## config.mk

```make
export PLATFORM = sky130hd
export DESIGN_NAME = fspg_guard
export DESIGN_NICKNAME = d
export VERILOG_FILES = /design/src/design/fspg_pkg.sv /design/src/design/fspg_guard.sv
export SDC_FILE = /design/constraint.sdc
export NUM_CORES = 1
export LEC_CHECK = 0
export ABC_AREA = 0
export BUFFER_PORTS_ARGS = -buffer_cell sky130_fd_sc_hd__buf_2
export CORE_ASPECT_RATIO = 0.6
export CORE_MARGIN = 4
export CORE_UTILIZATION = 45
export DETAILED_ROUTE_END_ITERATION = 8
export PLACE_DENSITY = 0.75
export SYNTH_ARGS = -nofsm -noshare
export SYNTH_HDL_FRONTEND = slang
export SYNTH_SLANG_ARGS = --single-unit
```

## constraint.sdc

```tcl
create_clock -name i_sys_clk -period 2.11 [get_ports i_sys_clk]
set_clock_uncertainty 0.15 [all_clocks]
set_input_delay 0.1055 -clock i_sys_clk [delete_from_list [all_inputs] [get_ports i_sys_clk]]
set_output_delay 0.1055 -clock i_sys_clk [all_outputs]
set_load 0.005 [all_outputs]
```

## src/design/fspg_pkg.sv

```systemverilog
// Shared constants and carriers for the flash self-program guard.
// Assumes a word-addressed program flash and a core that issues one request per cycle.
package fspg_pkg;
   localparam int FSPG_AW            = 12;           // Flash word address width
   localparam int FSPG_DW            = 8;            // Register data width
   // Register map of the plain register port
   localparam logic [3:0] FSPG_OFF_CTRL   = 4'h0;    // Program-store control
   localparam logic [3:0] FSPG_OFF_PROT   = 4'h1;    // Protection bits
   localparam logic [3:0] FSPG_OFF_STAT   = 4'h2;    // Status
   // Control register fields
   localparam int FSPG_CTRL_EN       = 0;            // Store enable
   localparam int FSPG_CTRL_ERASE    = 1;            // Page erase
   localparam int FSPG_CTRL_WRITE    = 2;            // Page write
   localparam int FSPG_CTRL_LOCK     = 3;            // Set protection bits
   localparam int FSPG_CTRL_REEN     = 4;            // Clear busy flag
   localparam int FSPG_CTRL_BUSY     = 6;            // Concurrent-read busy flag
   // Protection register fields (one = unprogrammed)
   localparam int FSPG_PROT_APP_LO   = 0;
   localparam int FSPG_PROT_APP_HI   = 1;
   localparam int FSPG_PROT_BOOT_LO  = 2;
   localparam int FSPG_PROT_BOOT_HI  = 3;
   localparam logic [3:0] FSPG_PROT_RESET = 4'hF;    // Erased state
   // Timing: store must follow control write within four cycles
   localparam int FSPG_ARM_CYCLES    = 4;
   localparam int FSPG_PROG_TIME_US  = 4;            // Nominal page operation time
   localparam int FSPG_CLK_MHZ       = 20;
   localparam int FSPG_PROG_CYCLES   = FSPG_PROG_TIME_US * FSPG_CLK_MHZ;
   // Boot size fuse decode: boot region words for each code
   localparam logic [FSPG_AW-1:0] FSPG_BOOT_W0 = 12'h400;
   localparam logic [FSPG_AW-1:0] FSPG_BOOT_W1 = 12'h200;
   localparam logic [FSPG_AW-1:0] FSPG_BOOT_W2 = 12'h100;
   localparam logic [FSPG_AW-1:0] FSPG_BOOT_W3 = 12'h080;
   localparam logic [FSPG_AW-1:0] FSPG_HALT_START = 12'hC00; // Halting region start

   typedef struct packed {
      logic                store;   // Store-to-program strobe
      logic                load;    // Load-from-program strobe
      logic [FSPG_AW-1:0]  pc;      // Address of the issuing instruction
      logic [FSPG_AW-1:0]  target;  // Flash word targeted
   } fspg_req_type;

   typedef enum logic [1:0] {FSPG_OP_NONE, FSPG_OP_ERASE, FSPG_OP_WRITE, FSPG_OP_LOCK} fspg_op_type;
endpackage : fspg_pkg

```

## src/design/fspg_guard.sv

```systemverilog
// Access guard and section logic for flash self-programming.
// Assumes fuse inputs are static; core holds one request per cycle and obeys the stall.
//
// Local design decisions: strobed register access and the register addresses.
`timescale 1ns/1ps

// Notes on behaviour
// - No programming from application region code
// - Boot code may program any unprotected page
// - Region boundary set by boot size fuses
// - Concurrent-region programming keeps CPU running
// - Halting-region programming stalls CPU, blocks reads
// - Busy flag reads one while region blocked
// - Region stays blocked until software clears flag
// - Boot region always inside halting region
// - Protection bits set by software, cleared by erase
// - General lock modes ignore self-programming
// - App bits unprogrammed mean no restriction
// - App modes two, three refuse stores
// - App modes three, four block boot loads
// - App modes three, four mask application interrupts
// - Boot bits unprogrammed mean no restriction
// - Boot modes two, three refuse stores
// - Boot modes three, four block application loads
// - Boot modes three, four mask boot interrupts
module fspg_guard
   import fspg_pkg::*;
#(
   parameter int                 PROG_CYCLES = FSPG_PROG_CYCLES,
   parameter logic [FSPG_DW-1:0] READ_FILL   = 8'hFF
) (
   input  wire logic               i_sys_clk,
   input  wire logic               i_rst_n,
   input  wire logic [1:0]         i_boot_size_fuses,
   input  wire logic               i_chip_erase,
   input  wire logic [1:0]         i_lock_mode,
   input  wire logic               i_ext_prot_wr,
   input  wire logic [3:0]         i_ext_prot_data,
   input  wire logic               i_vectors_in_boot,
   input  wire fspg_req_type       i_req,
   input  wire logic [FSPG_DW-1:0] i_flash_rdata,
   input  wire logic [3:0]         i_reg_addr,
   input  wire logic [FSPG_DW-1:0] i_reg_wdata,
   input  wire logic               i_reg_wr,
   input  wire logic               i_reg_rd,
   output logic [FSPG_DW-1:0]      o_reg_rdata,
   output logic                    o_cpu_stall,
   output logic                    o_load_ok,
   output logic [FSPG_DW-1:0]      o_load_data,
   output logic                    o_prog_start,
   output fspg_op_type             o_prog_op,
   output logic [FSPG_AW-1:0]      o_prog_addr,
   output logic                    o_store_refused,
   output logic                    o_irq_mask,
   output logic                    o_conc_blocked
);
   localparam int CW = $clog2(PROG_CYCLES + 1);

   typedef enum logic [1:0] {FSPG_IDLE, FSPG_PROG_CONC, FSPG_PROG_HALT} fspg_state_type;

   // Reset release through two flip-flops
   logic rst_meta;
   logic rst_n;
   always_ff @(posedge i_sys_clk or negedge i_rst_n) begin
      if (!i_rst_n) begin
         rst_meta <= 1'b0;
         rst_n    <= 1'b0;
      end else begin
         rst_meta <= 1'b1;
         rst_n    <= rst_meta;
      end
   end

   // Boot region size from fuses, placed at top of flash
   function automatic logic [FSPG_AW-1:0] boot_start(input logic [1:0] fz);
      logic [FSPG_AW-1:0] w;
      w = FSPG_BOOT_W0;
      unique case (fz)
         2'h0: w = FSPG_BOOT_W0;
         2'h1: w = FSPG_BOOT_W1;
         2'h2: w = FSPG_BOOT_W2;
         2'h3: w = FSPG_BOOT_W3;
      endcase
      return FSPG_AW'(0) - w;
   endfunction : boot_start

   logic [7:0]          ctrl;
   logic [3:0]          prot;
   logic [2:0]          arm_cnt;
   logic                busy;
   logic [CW-1:0]       prog_cnt;
   fspg_state_type      state;
   fspg_state_type      next_state;

   // Region decode
   wire logic [FSPG_AW-1:0] bstart      = boot_start(i_boot_size_fuses);
   wire logic               pc_in_boot  = (i_req.pc >= bstart);
   wire logic               tg_in_boot  = (i_req.target >= bstart);
   wire logic               tg_in_halt  = (i_req.target >= FSPG_HALT_START);

   // Protection modes; lock mode input deliberately unused
   wire logic app_no_store  = ~prot[FSPG_PROT_APP_LO];
   wire logic app_no_load   = ~prot[FSPG_PROT_APP_HI];
   wire logic boot_no_store = ~prot[FSPG_PROT_BOOT_LO];
   wire logic boot_no_load  = ~prot[FSPG_PROT_BOOT_HI];
   wire logic unused_lock   = ^i_lock_mode;

   // Store decision
   wire logic armed       = (arm_cnt != 3'h0);
   wire logic is_lock     = ctrl[FSPG_CTRL_LOCK];
   wire logic tg_locked   = tg_in_boot ? boot_no_store : app_no_store;
   wire logic store_valid = i_req.store & armed & pc_in_boot & (state == FSPG_IDLE);
   wire logic store_go    = store_valid & (is_lock | ~tg_locked);
   wire logic is_page_op  = ctrl[FSPG_CTRL_ERASE] | ctrl[FSPG_CTRL_WRITE];

   // Load decision
   wire logic ld_blocked  = pc_in_boot ? (~tg_in_boot & app_no_load)
                                       : (tg_in_boot & boot_no_load);
   wire logic ld_conc     = ~tg_in_halt & busy;
   wire logic load_ok     = i_req.load & ~ld_blocked & ~ld_conc & (state != FSPG_PROG_HALT);

   // Next state of the programming sequencer
   always_comb begin
      next_state = state;
      unique case (state)
         FSPG_IDLE:      if (store_go & ~is_lock & is_page_op)
                            next_state = tg_in_halt ? FSPG_PROG_HALT : FSPG_PROG_CONC;
         FSPG_PROG_CONC,
         FSPG_PROG_HALT: if (prog_cnt == CW'(1)) next_state = FSPG_IDLE;
      endcase
   end

   // Sequencer and operation counter
   always_ff @(posedge i_sys_clk or negedge rst_n) begin
      if (!rst_n) begin
         state    <= FSPG_IDLE;
         prog_cnt <= '0;
      end else begin
         state    <= next_state;
         prog_cnt <= (state == FSPG_IDLE) ? CW'(PROG_CYCLES) : prog_cnt - CW'(1);
      end
   end

   // Control register and arm window
   wire logic ctrl_wr = i_reg_wr & (i_reg_addr == FSPG_OFF_CTRL);
   always_ff @(posedge i_sys_clk or negedge rst_n) begin
      if (!rst_n) begin
         ctrl    <= '0;
         arm_cnt <= '0;
      end else if (ctrl_wr) begin
         ctrl    <= i_reg_wdata;
         arm_cnt <= 3'(FSPG_ARM_CYCLES);
      end else if (i_req.store | armed) begin
         arm_cnt <= i_req.store ? 3'h0 : arm_cnt - 3'h1;
         if (i_req.store | arm_cnt == 3'h1) ctrl <= '0;
      end
   end

   // Busy flag: set on concurrent programming, held until software clears
   wire logic busy_set = (next_state == FSPG_PROG_CONC) & (state == FSPG_IDLE);
   wire logic busy_clr = ctrl_wr & i_reg_wdata[FSPG_CTRL_REEN] & ~i_reg_wdata[FSPG_CTRL_EN]
                         & (state != FSPG_PROG_CONC);
   always_ff @(posedge i_sys_clk or negedge rst_n) begin
      if (!rst_n)        busy <= 1'b0;
      else if (busy_set) busy <= 1'b1;
      else if (busy_clr) busy <= 1'b0;
   end

   // Protection bits: software and external may only program to zero
   wire logic sw_lock = store_go & is_lock;
   always_ff @(posedge i_sys_clk or negedge rst_n) begin
      if (!rst_n)            prot <= FSPG_PROT_RESET;
      else if (i_chip_erase) prot <= FSPG_PROT_RESET;
      else if (sw_lock | i_ext_prot_wr)
         prot <= prot & (sw_lock ? i_reg_wdata[3:0] : 4'hF)
                      & (i_ext_prot_wr ? i_ext_prot_data : 4'hF);
   end

   // Programming request outputs and load data
   always_ff @(posedge i_sys_clk or negedge rst_n) begin
      if (!rst_n) begin
         o_prog_start    <= 1'b0;
         o_prog_op       <= FSPG_OP_NONE;
         o_prog_addr     <= '0;
         o_store_refused <= 1'b0;
         o_load_ok       <= 1'b0;
         o_load_data     <= '0;
         o_reg_rdata     <= '0;
      end else begin
         o_prog_start    <= store_go & ~is_lock & is_page_op;
         o_store_refused <= i_req.store & ~store_go;
         if (store_go)
            o_prog_op <= is_lock ? FSPG_OP_LOCK :
                         ctrl[FSPG_CTRL_ERASE] ? FSPG_OP_ERASE : FSPG_OP_WRITE;
         if (store_go) o_prog_addr <= i_req.target;
         o_load_ok   <= load_ok;
         o_load_data <= load_ok ? i_flash_rdata : READ_FILL;
         o_reg_rdata <= '0;
         if (i_reg_rd) begin
            unique case (i_reg_addr)
               FSPG_OFF_CTRL: o_reg_rdata <= {1'b0, busy, ctrl[5:0]};
               FSPG_OFF_PROT: o_reg_rdata <= {4'h0, prot};
               FSPG_OFF_STAT: o_reg_rdata <= {5'h0, unused_lock & 1'b0, state};
               default:       o_reg_rdata <= '0;
            endcase
         end
      end
   end

   // Core-facing status
   assign o_cpu_stall    = (state == FSPG_PROG_HALT);
   assign o_conc_blocked = busy;
   // Interrupts masked while running away from the vector region, if the running section's load-lock bit is programmed
   assign o_irq_mask     = pc_in_boot ? (~i_vectors_in_boot & boot_no_load)
                                      : ( i_vectors_in_boot & app_no_load);

   // Checks
   chk_app_store_block: assert property (@(posedge i_sys_clk) disable iff (!rst_n)
      (i_req.store & ~pc_in_boot) |=> !o_prog_start) else $error("store from application started");
   chk_halt_stall: assert property (@(posedge i_sys_clk) disable iff (!rst_n)
      (state == FSPG_IDLE && next_state == FSPG_PROG_HALT) |=> o_cpu_stall [*2])
      else $error("halting program did not stall");
   chk_conc_no_stall: assert property (@(posedge i_sys_clk) disable iff (!rst_n)
      (state == FSPG_PROG_CONC) |-> !o_cpu_stall && busy) else $error("concurrent program stalled");
   chk_busy_hold: assert property (@(posedge i_sys_clk) disable iff (!rst_n)
      (busy && !busy_clr) |=> busy) else $error("busy flag dropped");
   chk_app_prot_store: assert property (@(posedge i_sys_clk) disable iff (!rst_n)
      (i_req.store && !is_lock && !tg_in_boot && app_no_store) |=> !o_prog_start)
      else $error("protected application store");
   chk_boot_prot_store: assert property (@(posedge i_sys_clk) disable iff (!rst_n)
      (i_req.store && !is_lock && tg_in_boot && boot_no_store) |=> !o_prog_start)
      else $error("protected boot store");
   chk_boot_in_halt: assert property (@(posedge i_sys_clk) disable iff (!rst_n)
      bstart >= FSPG_HALT_START) else $error("boot region outside halting region");
   chk_prot_sticky: assert property (@(posedge i_sys_clk) disable iff (!rst_n)
      (!i_chip_erase) |=> ((prot & ~$past(prot)) == 4'h0)) else $error("protection bit erased");
   // A fresh control write restarts the window, so it ends the watch
   chk_arm_window: assert property (@(posedge i_sys_clk) disable iff (!rst_n)
      ctrl_wr ##1 (!i_req.store && !ctrl_wr) [*4] |=> !armed) else $error("arm window too long");
   chk_load_block: assert property (@(posedge i_sys_clk) disable iff (!rst_n)
      (i_req.load && pc_in_boot && !tg_in_boot && app_no_load) |=> !o_load_ok)
      else $error("blocked load passed");
   chk_boot_load_block: assert property (@(posedge i_sys_clk) disable iff (!rst_n)
      (i_req.load && !pc_in_boot && tg_in_boot && boot_no_load) |=> o_load_data == READ_FILL)
      else $error("blocked boot load passed");

   // Busy flag readback and reads around programming
   chk_busy_reads_one: assert property (@(posedge i_sys_clk) disable iff (!rst_n)
      (i_reg_rd && i_reg_addr == FSPG_OFF_CTRL) |=> (o_reg_rdata[FSPG_CTRL_BUSY] == $past(busy)))
      else $error("busy flag misread");
   chk_halt_load_ok: assert property (@(posedge i_sys_clk) disable iff (!rst_n)
      (i_req.load && tg_in_halt && !ld_blocked && state == FSPG_PROG_CONC) |=> o_load_ok)
      else $error("halting region read refused");
   chk_halt_no_load: assert property (@(posedge i_sys_clk) disable iff (!rst_n)
      (state == FSPG_PROG_HALT) |=> !o_load_ok) else $error("read during halting program");

   // Unprogrammed protection bits leave stores alone
   chk_app_free_store: assert property (@(posedge i_sys_clk) disable iff (!rst_n)
      (store_valid && !tg_in_boot && prot[FSPG_PROT_APP_LO] && prot[FSPG_PROT_APP_HI]) |-> store_go)
      else $error("free application store refused");
   chk_boot_free_store: assert property (@(posedge i_sys_clk) disable iff (!rst_n)
      (store_valid && tg_in_boot && prot[FSPG_PROT_BOOT_LO] && prot[FSPG_PROT_BOOT_HI]) |-> store_go)
      else $error("free boot store refused");

   // Interrupt masking and refused stores
   chk_app_irq_mask: assert property (@(posedge i_sys_clk) disable iff (!rst_n)
      (!pc_in_boot && i_vectors_in_boot && app_no_load) |-> o_irq_mask)
      else $error("application interrupt not masked");
   chk_boot_irq_mask: assert property (@(posedge i_sys_clk) disable iff (!rst_n)
      (pc_in_boot && !i_vectors_in_boot && boot_no_load) |-> o_irq_mask)
      else $error("boot interrupt not masked");
   chk_refuse_no_start: assert property (@(posedge i_sys_clk) disable iff (!rst_n)
      o_store_refused |-> !o_prog_start) else $error("refused store started");
endmodule : fspg_guard

```

==> out/results.tsv <==
stage	metric	value	unit
critical_path	Critical path origin	i_boot_size_fuses[0]	
power	clock network power share	37.8	%
drt	average detailed-routed wire length per instance	15.6	um
synthesis	sequential-to-total area share from yosys stat	50.9	%
placed_design	DP Wirelength	5150	um
placed_design	pre-CTS setup slack	-0.390	ns
run_status	failing checks	setup timing	
sta	min setup slack post-route	-0.104	ns
floorplan	floorplan core area	0.00581	sq mm
power	Int Pwr	1.96	mW
cts	clock latency on the worst-skew pair	0.34	ns
cts	root buffer selected by CTS	sky130_fd_sc_hd__clkbuf_8	
synthesis	post-synthesis mux area share	8.54	%
cts	H-Tree Depth	3	
synthesis	share of Yosys cell area claimed by the top area cell type	47.1	%
power	power after layout	2.65	mW
cts	clock tree from TritonCTS	done	
critical_path	startpoint-to-endpoint class of the critical path	input port to register	
floorplan	count of standard-cell rows	21	
floorplan	# IOs	97	
drt	wire length reported by the detailed router	7500	um
synthesis	number of synthesized flops with an enable pin	0	
sta	Hold Vio Cnt, Final	0	
critical_path	critical path's most frequent cell	sky130_fd_sc_hd__buf_6	
synthesis	Compound-Gate Fraction of Synth Area	10.7	%
critical_path	top fanout value on the critical path	5	
sta	fraction of the cycle the final worst path needs	105	%
sta	number of endpoints failing setup at the final stage	13	
drt	Starting DRT DRC Count	119	
synthesis	Cells after Synth	243	
power	areal power density over the cells	631	mW/mm^2
global_route	all-layer global routing usage	20.2	%
cts	maximum buffer depth of the clock tree	2	
critical_path	Reg2Reg Launch Point	arm_cnt[0]	
power	sequential cell fraction of total power	44.1	%
synthesis	syn_area_per_cell	11.6	sq um
synthesis	number of register bits inferred by synthesis	57	
final_layout	number of diodes	0	
placed_design	total placed instance area	0.00344	sq mm
final_layout	# nets final	472	
placed_design	final estimated routing congestion in global placement	0.822	
power	worst vdd ir	0.000333	V
global_route	number of global-route vias before repair	2489	
cts	clock transition time at the flip-flop clock pins of the worst setup and hold paths	0.07	ns
cts	cts bufs inserted	9	
critical_path	Worst setup EP type	register	
critical_path	delay of the slowest cell on the worst path	0.29	ns
synthesis	Adder-Cell Fraction of Synth Area	7.11	%
cts	sinks on the clock net	57	
drt	via density per instance	5.10	
sta	Max-slew headroom	61.3	%
synthesis	Synth Area in Simple Gates	17.9	%
synthesis	synthesized cell area	0.00281	sq mm
run	# Max-Cap Violations	0	
power	proportion of total power due to net switching	26.1	%
critical_path	highest-delay cell along the critical path	sky130_fd_sc_hd__mux2_4	
drt	vias after detailed routing	2450	
critical_path	data required time at the worst endpoint	2.18	ns
synthesis	largest family of logic cells by synthesized area	simple AND/OR/NAND/NOR gates	
final_layout	area of all placed cells without fillers	0.00421	sq mm
drt	count of unresolved DRC violations after routing	0	
sta	shortest period the worst path allows	2.21	ns
floorplan	total die area	0.00762	sq mm
sta	final-report max-slew violation count	0	
final_layout	share of final-layout standard cells stronger than drive strength 1	41.3	%
run_status	result of the run	finished, violations left	
synthesis	number of synthesis warnings	0	
power	Comb power frac	18.1	%
final_layout	highest-count cells in the layout ignoring fill and taps	sky130_fd_sc_hd__buf_2 (82), sky130_fd_sc_hd__dfrtp_1 (52), sky130_fd_sc_hd__dlygate4sd3_1 (42)	
final_layout	most common library cell in the layout ignoring fill and taps	sky130_fd_sc_hd__buf_2	
synthesis	Cell variety after synth	49	
synthesis	Synth Flop Type	sky130_fd_sc_hd__dfrtp_1	
critical_path	arrival time at the worst endpoint	2.28	ns
synthesis	share of the synthesized netlist area taken by xor and xnor gates	1.24	%
min_path	beginning of the worst hold path	i_reg_addr[3]	
final_layout	area delta synth->final	49.4	%
drt	number of detailed-route iterations in the first pass	4	
floorplan	Die H	69.3	um
power	leakage power summed over all cells	2.10	nW
synthesis	top cells by area, synth	sky130_fd_sc_hd__dfrtp_1 (47%), sky130_fd_sc_hd__ha_1 (7.1%), sky130_fd_sc_hd__mux2_4 (4.8%)	
synthesis	share of flip-flops with an asynchronous set or reset	100	%
sta	setup repair after global routing missed its margin	true	
final_layout	Finished Core Util	72.4	%
min_path	min-delay worst type	input port to register	
drt	antenna viol nets, final	0	
global_route	antenna violations before repair	0	
global_route	maximum number of pins on one net before global-route repair	24	
sta	transition time at the pin with the least slew margin	0.580	ns
global_route	leftover overflow at the end of global routing	0	
global_route	wire length of the first global-routing pass	11800	um
synthesis	cell taking the most area after synthesis	sky130_fd_sc_hd__dfrtp_1	
power	power spent charging and discharging nets	0.693	mW
floorplan	Initial Util	48.5	%
placed_design	Port Buffers	84	
critical_path	CP cell instances	buf_6 > or2b_1 > ha_4 > inv_4 > ha_1 > o2111ai_2 > a31oi_2 > or2_4 > buf_6 > o211ai_4 > clkbuf_16 > mux2_4	
floorplan	die extent in x	110	um
critical_path	startpoint type of the worst setup path	input port	
sta	Max Freq	0.452	GHz
-- logic make-up after synthesis --
kind of cell,count (synthesis)
buffers and inverters,19
multiplexers,19
AND/OR/NAND/NOR,86
XOR/XNOR,4
adder cells (fa/ha/maj),16
other,2
flip-flops,57
AO/OA/AOI/OAI,40
-- state kept, by name (all words and copies together), names as in the netlist, 2 cells and up --
name / count
prot: 4
state: 2
ctrl: 6
arm_cnt: 3
o_reg_rdata: 7
o_load_data: 8
o_prog_addr: 12
o_prog_op: 2
prog_cnt: 7
-- worst max-delay path, delay by kind of cell --
| family | cells | cell delay [ns] |
|---|---|---|
| compound gates | 3 | 0.34 |
| fa+ha+maj | 2 | 0.56 |
| buf+inv | 4 | 0.48 |
| mux | 1 | 0.29 |
| simple gates | 2 | 0.51 |
-- power groups by stage --
stage | logic, mW | registers [mW] | clock network, mW
finish | 0.480 | 1.17 | 1.00
global route | 0.537 | 1.17 | 1.08
CTS | 0.452 | 1.17 | 1.03
detailed placement | 0.373 | 1.19 | 0
global placement | 0.358 | 1.19 | 0
floorplan | 0.230 | 1.19 | 0
-- layer usage --
layer | global-route usage (%) | routed length (um) | up-vias
li1 | - | - | 1158
met1 | 28.1 | 3450 | 1172
met2 | 28.9 | 3160 | 110
met3 | 8.47 | 755 | 10
met4 | 5.19 | 124 | 0
met5 | 0 | 0 | -
-- layout make-up --
| type | count | area [sq um] |
|---|---|---|
| Clock buffer | 11 | 141 |
| Clock inverter | 5 | 55.1 |
| Fill cell | 420 | 1600 |
| Inverter | 10 | 40.0 |
| Multi-Input combinational cell | 168 | 1370 |
| Sequential cell | 57 | 1430 |
| Tap cell | 80 | 100 |
| Timing Repair Buffer | 149 | 1070 |
-- path summary, 6_finish.rpt --
| check | endpoint | slack (ns) | cells after the start |
|---|---|---|---|
| hold / removal | o_reg_rdata[3] | 0.03 | 5 |
| min in group asynchronous | o_load_data[7] | 0.07 | 0 |
| hold reg to reg | o_load_data[7] | 0.07 | 0 |
| setup / recovery | o_prog_addr[11] | -0.10 | 12 |
| max in group asynchronous | prot[1] | 1.06 | 1 |
| setup reg to reg | o_prog_addr[11] | 0.07 | 7 |
-- synth_stat cells, types with 6 or more instances --
cell / instances
sky130_fd_sc_hd__nor2_1: 21
sky130_fd_sc_hd__dfrtp_1: 53
sky130_fd_sc_hd__nand2_1: 10
sky130_fd_sc_hd__inv_1: 10
sky130_fd_sc_hd__mux2i_1: 6
sky130_fd_sc_hd__ha_1: 16
sky130_fd_sc_hd__nand4b_1: 6
sky130_fd_sc_hd__a21oi_1: 12
sky130_fd_sc_hd__nor3_1: 6
sky130_fd_sc_hd__mux2_4: 9
sky130_fd_sc_hd__nand2b_1: 14
-- repair_timing --
| action | in CTS | in global routing |
|---|---|---|
| pin swaps | 3 | 6 |
| hold endpoints to repair | 41 | 0 |
| hold buffers | 42 | 0 |
| setup buffers | 3 | 1 |
| cloned | 0 | 1 |
| setup endpoints to repair | 14 | 26 |
| gates resized for setup | 7 | 12 |
-- per-stage QoR --
stage / hold slack [ns] / std cells / setup TNS [ns]
final: 0.0337 / 480 / -0.852
after global placement: -0.253 / 417 / -5.88
after CTS: 0.0138 / 478 / -0.0862
after detailed placement: -0.250 / 417 / -8.81
after global routing: 0.0440 / 480 / -1.57
after floorplan: -0.340 / 244 / -2.01
Power figures use the tool's default switching activity.
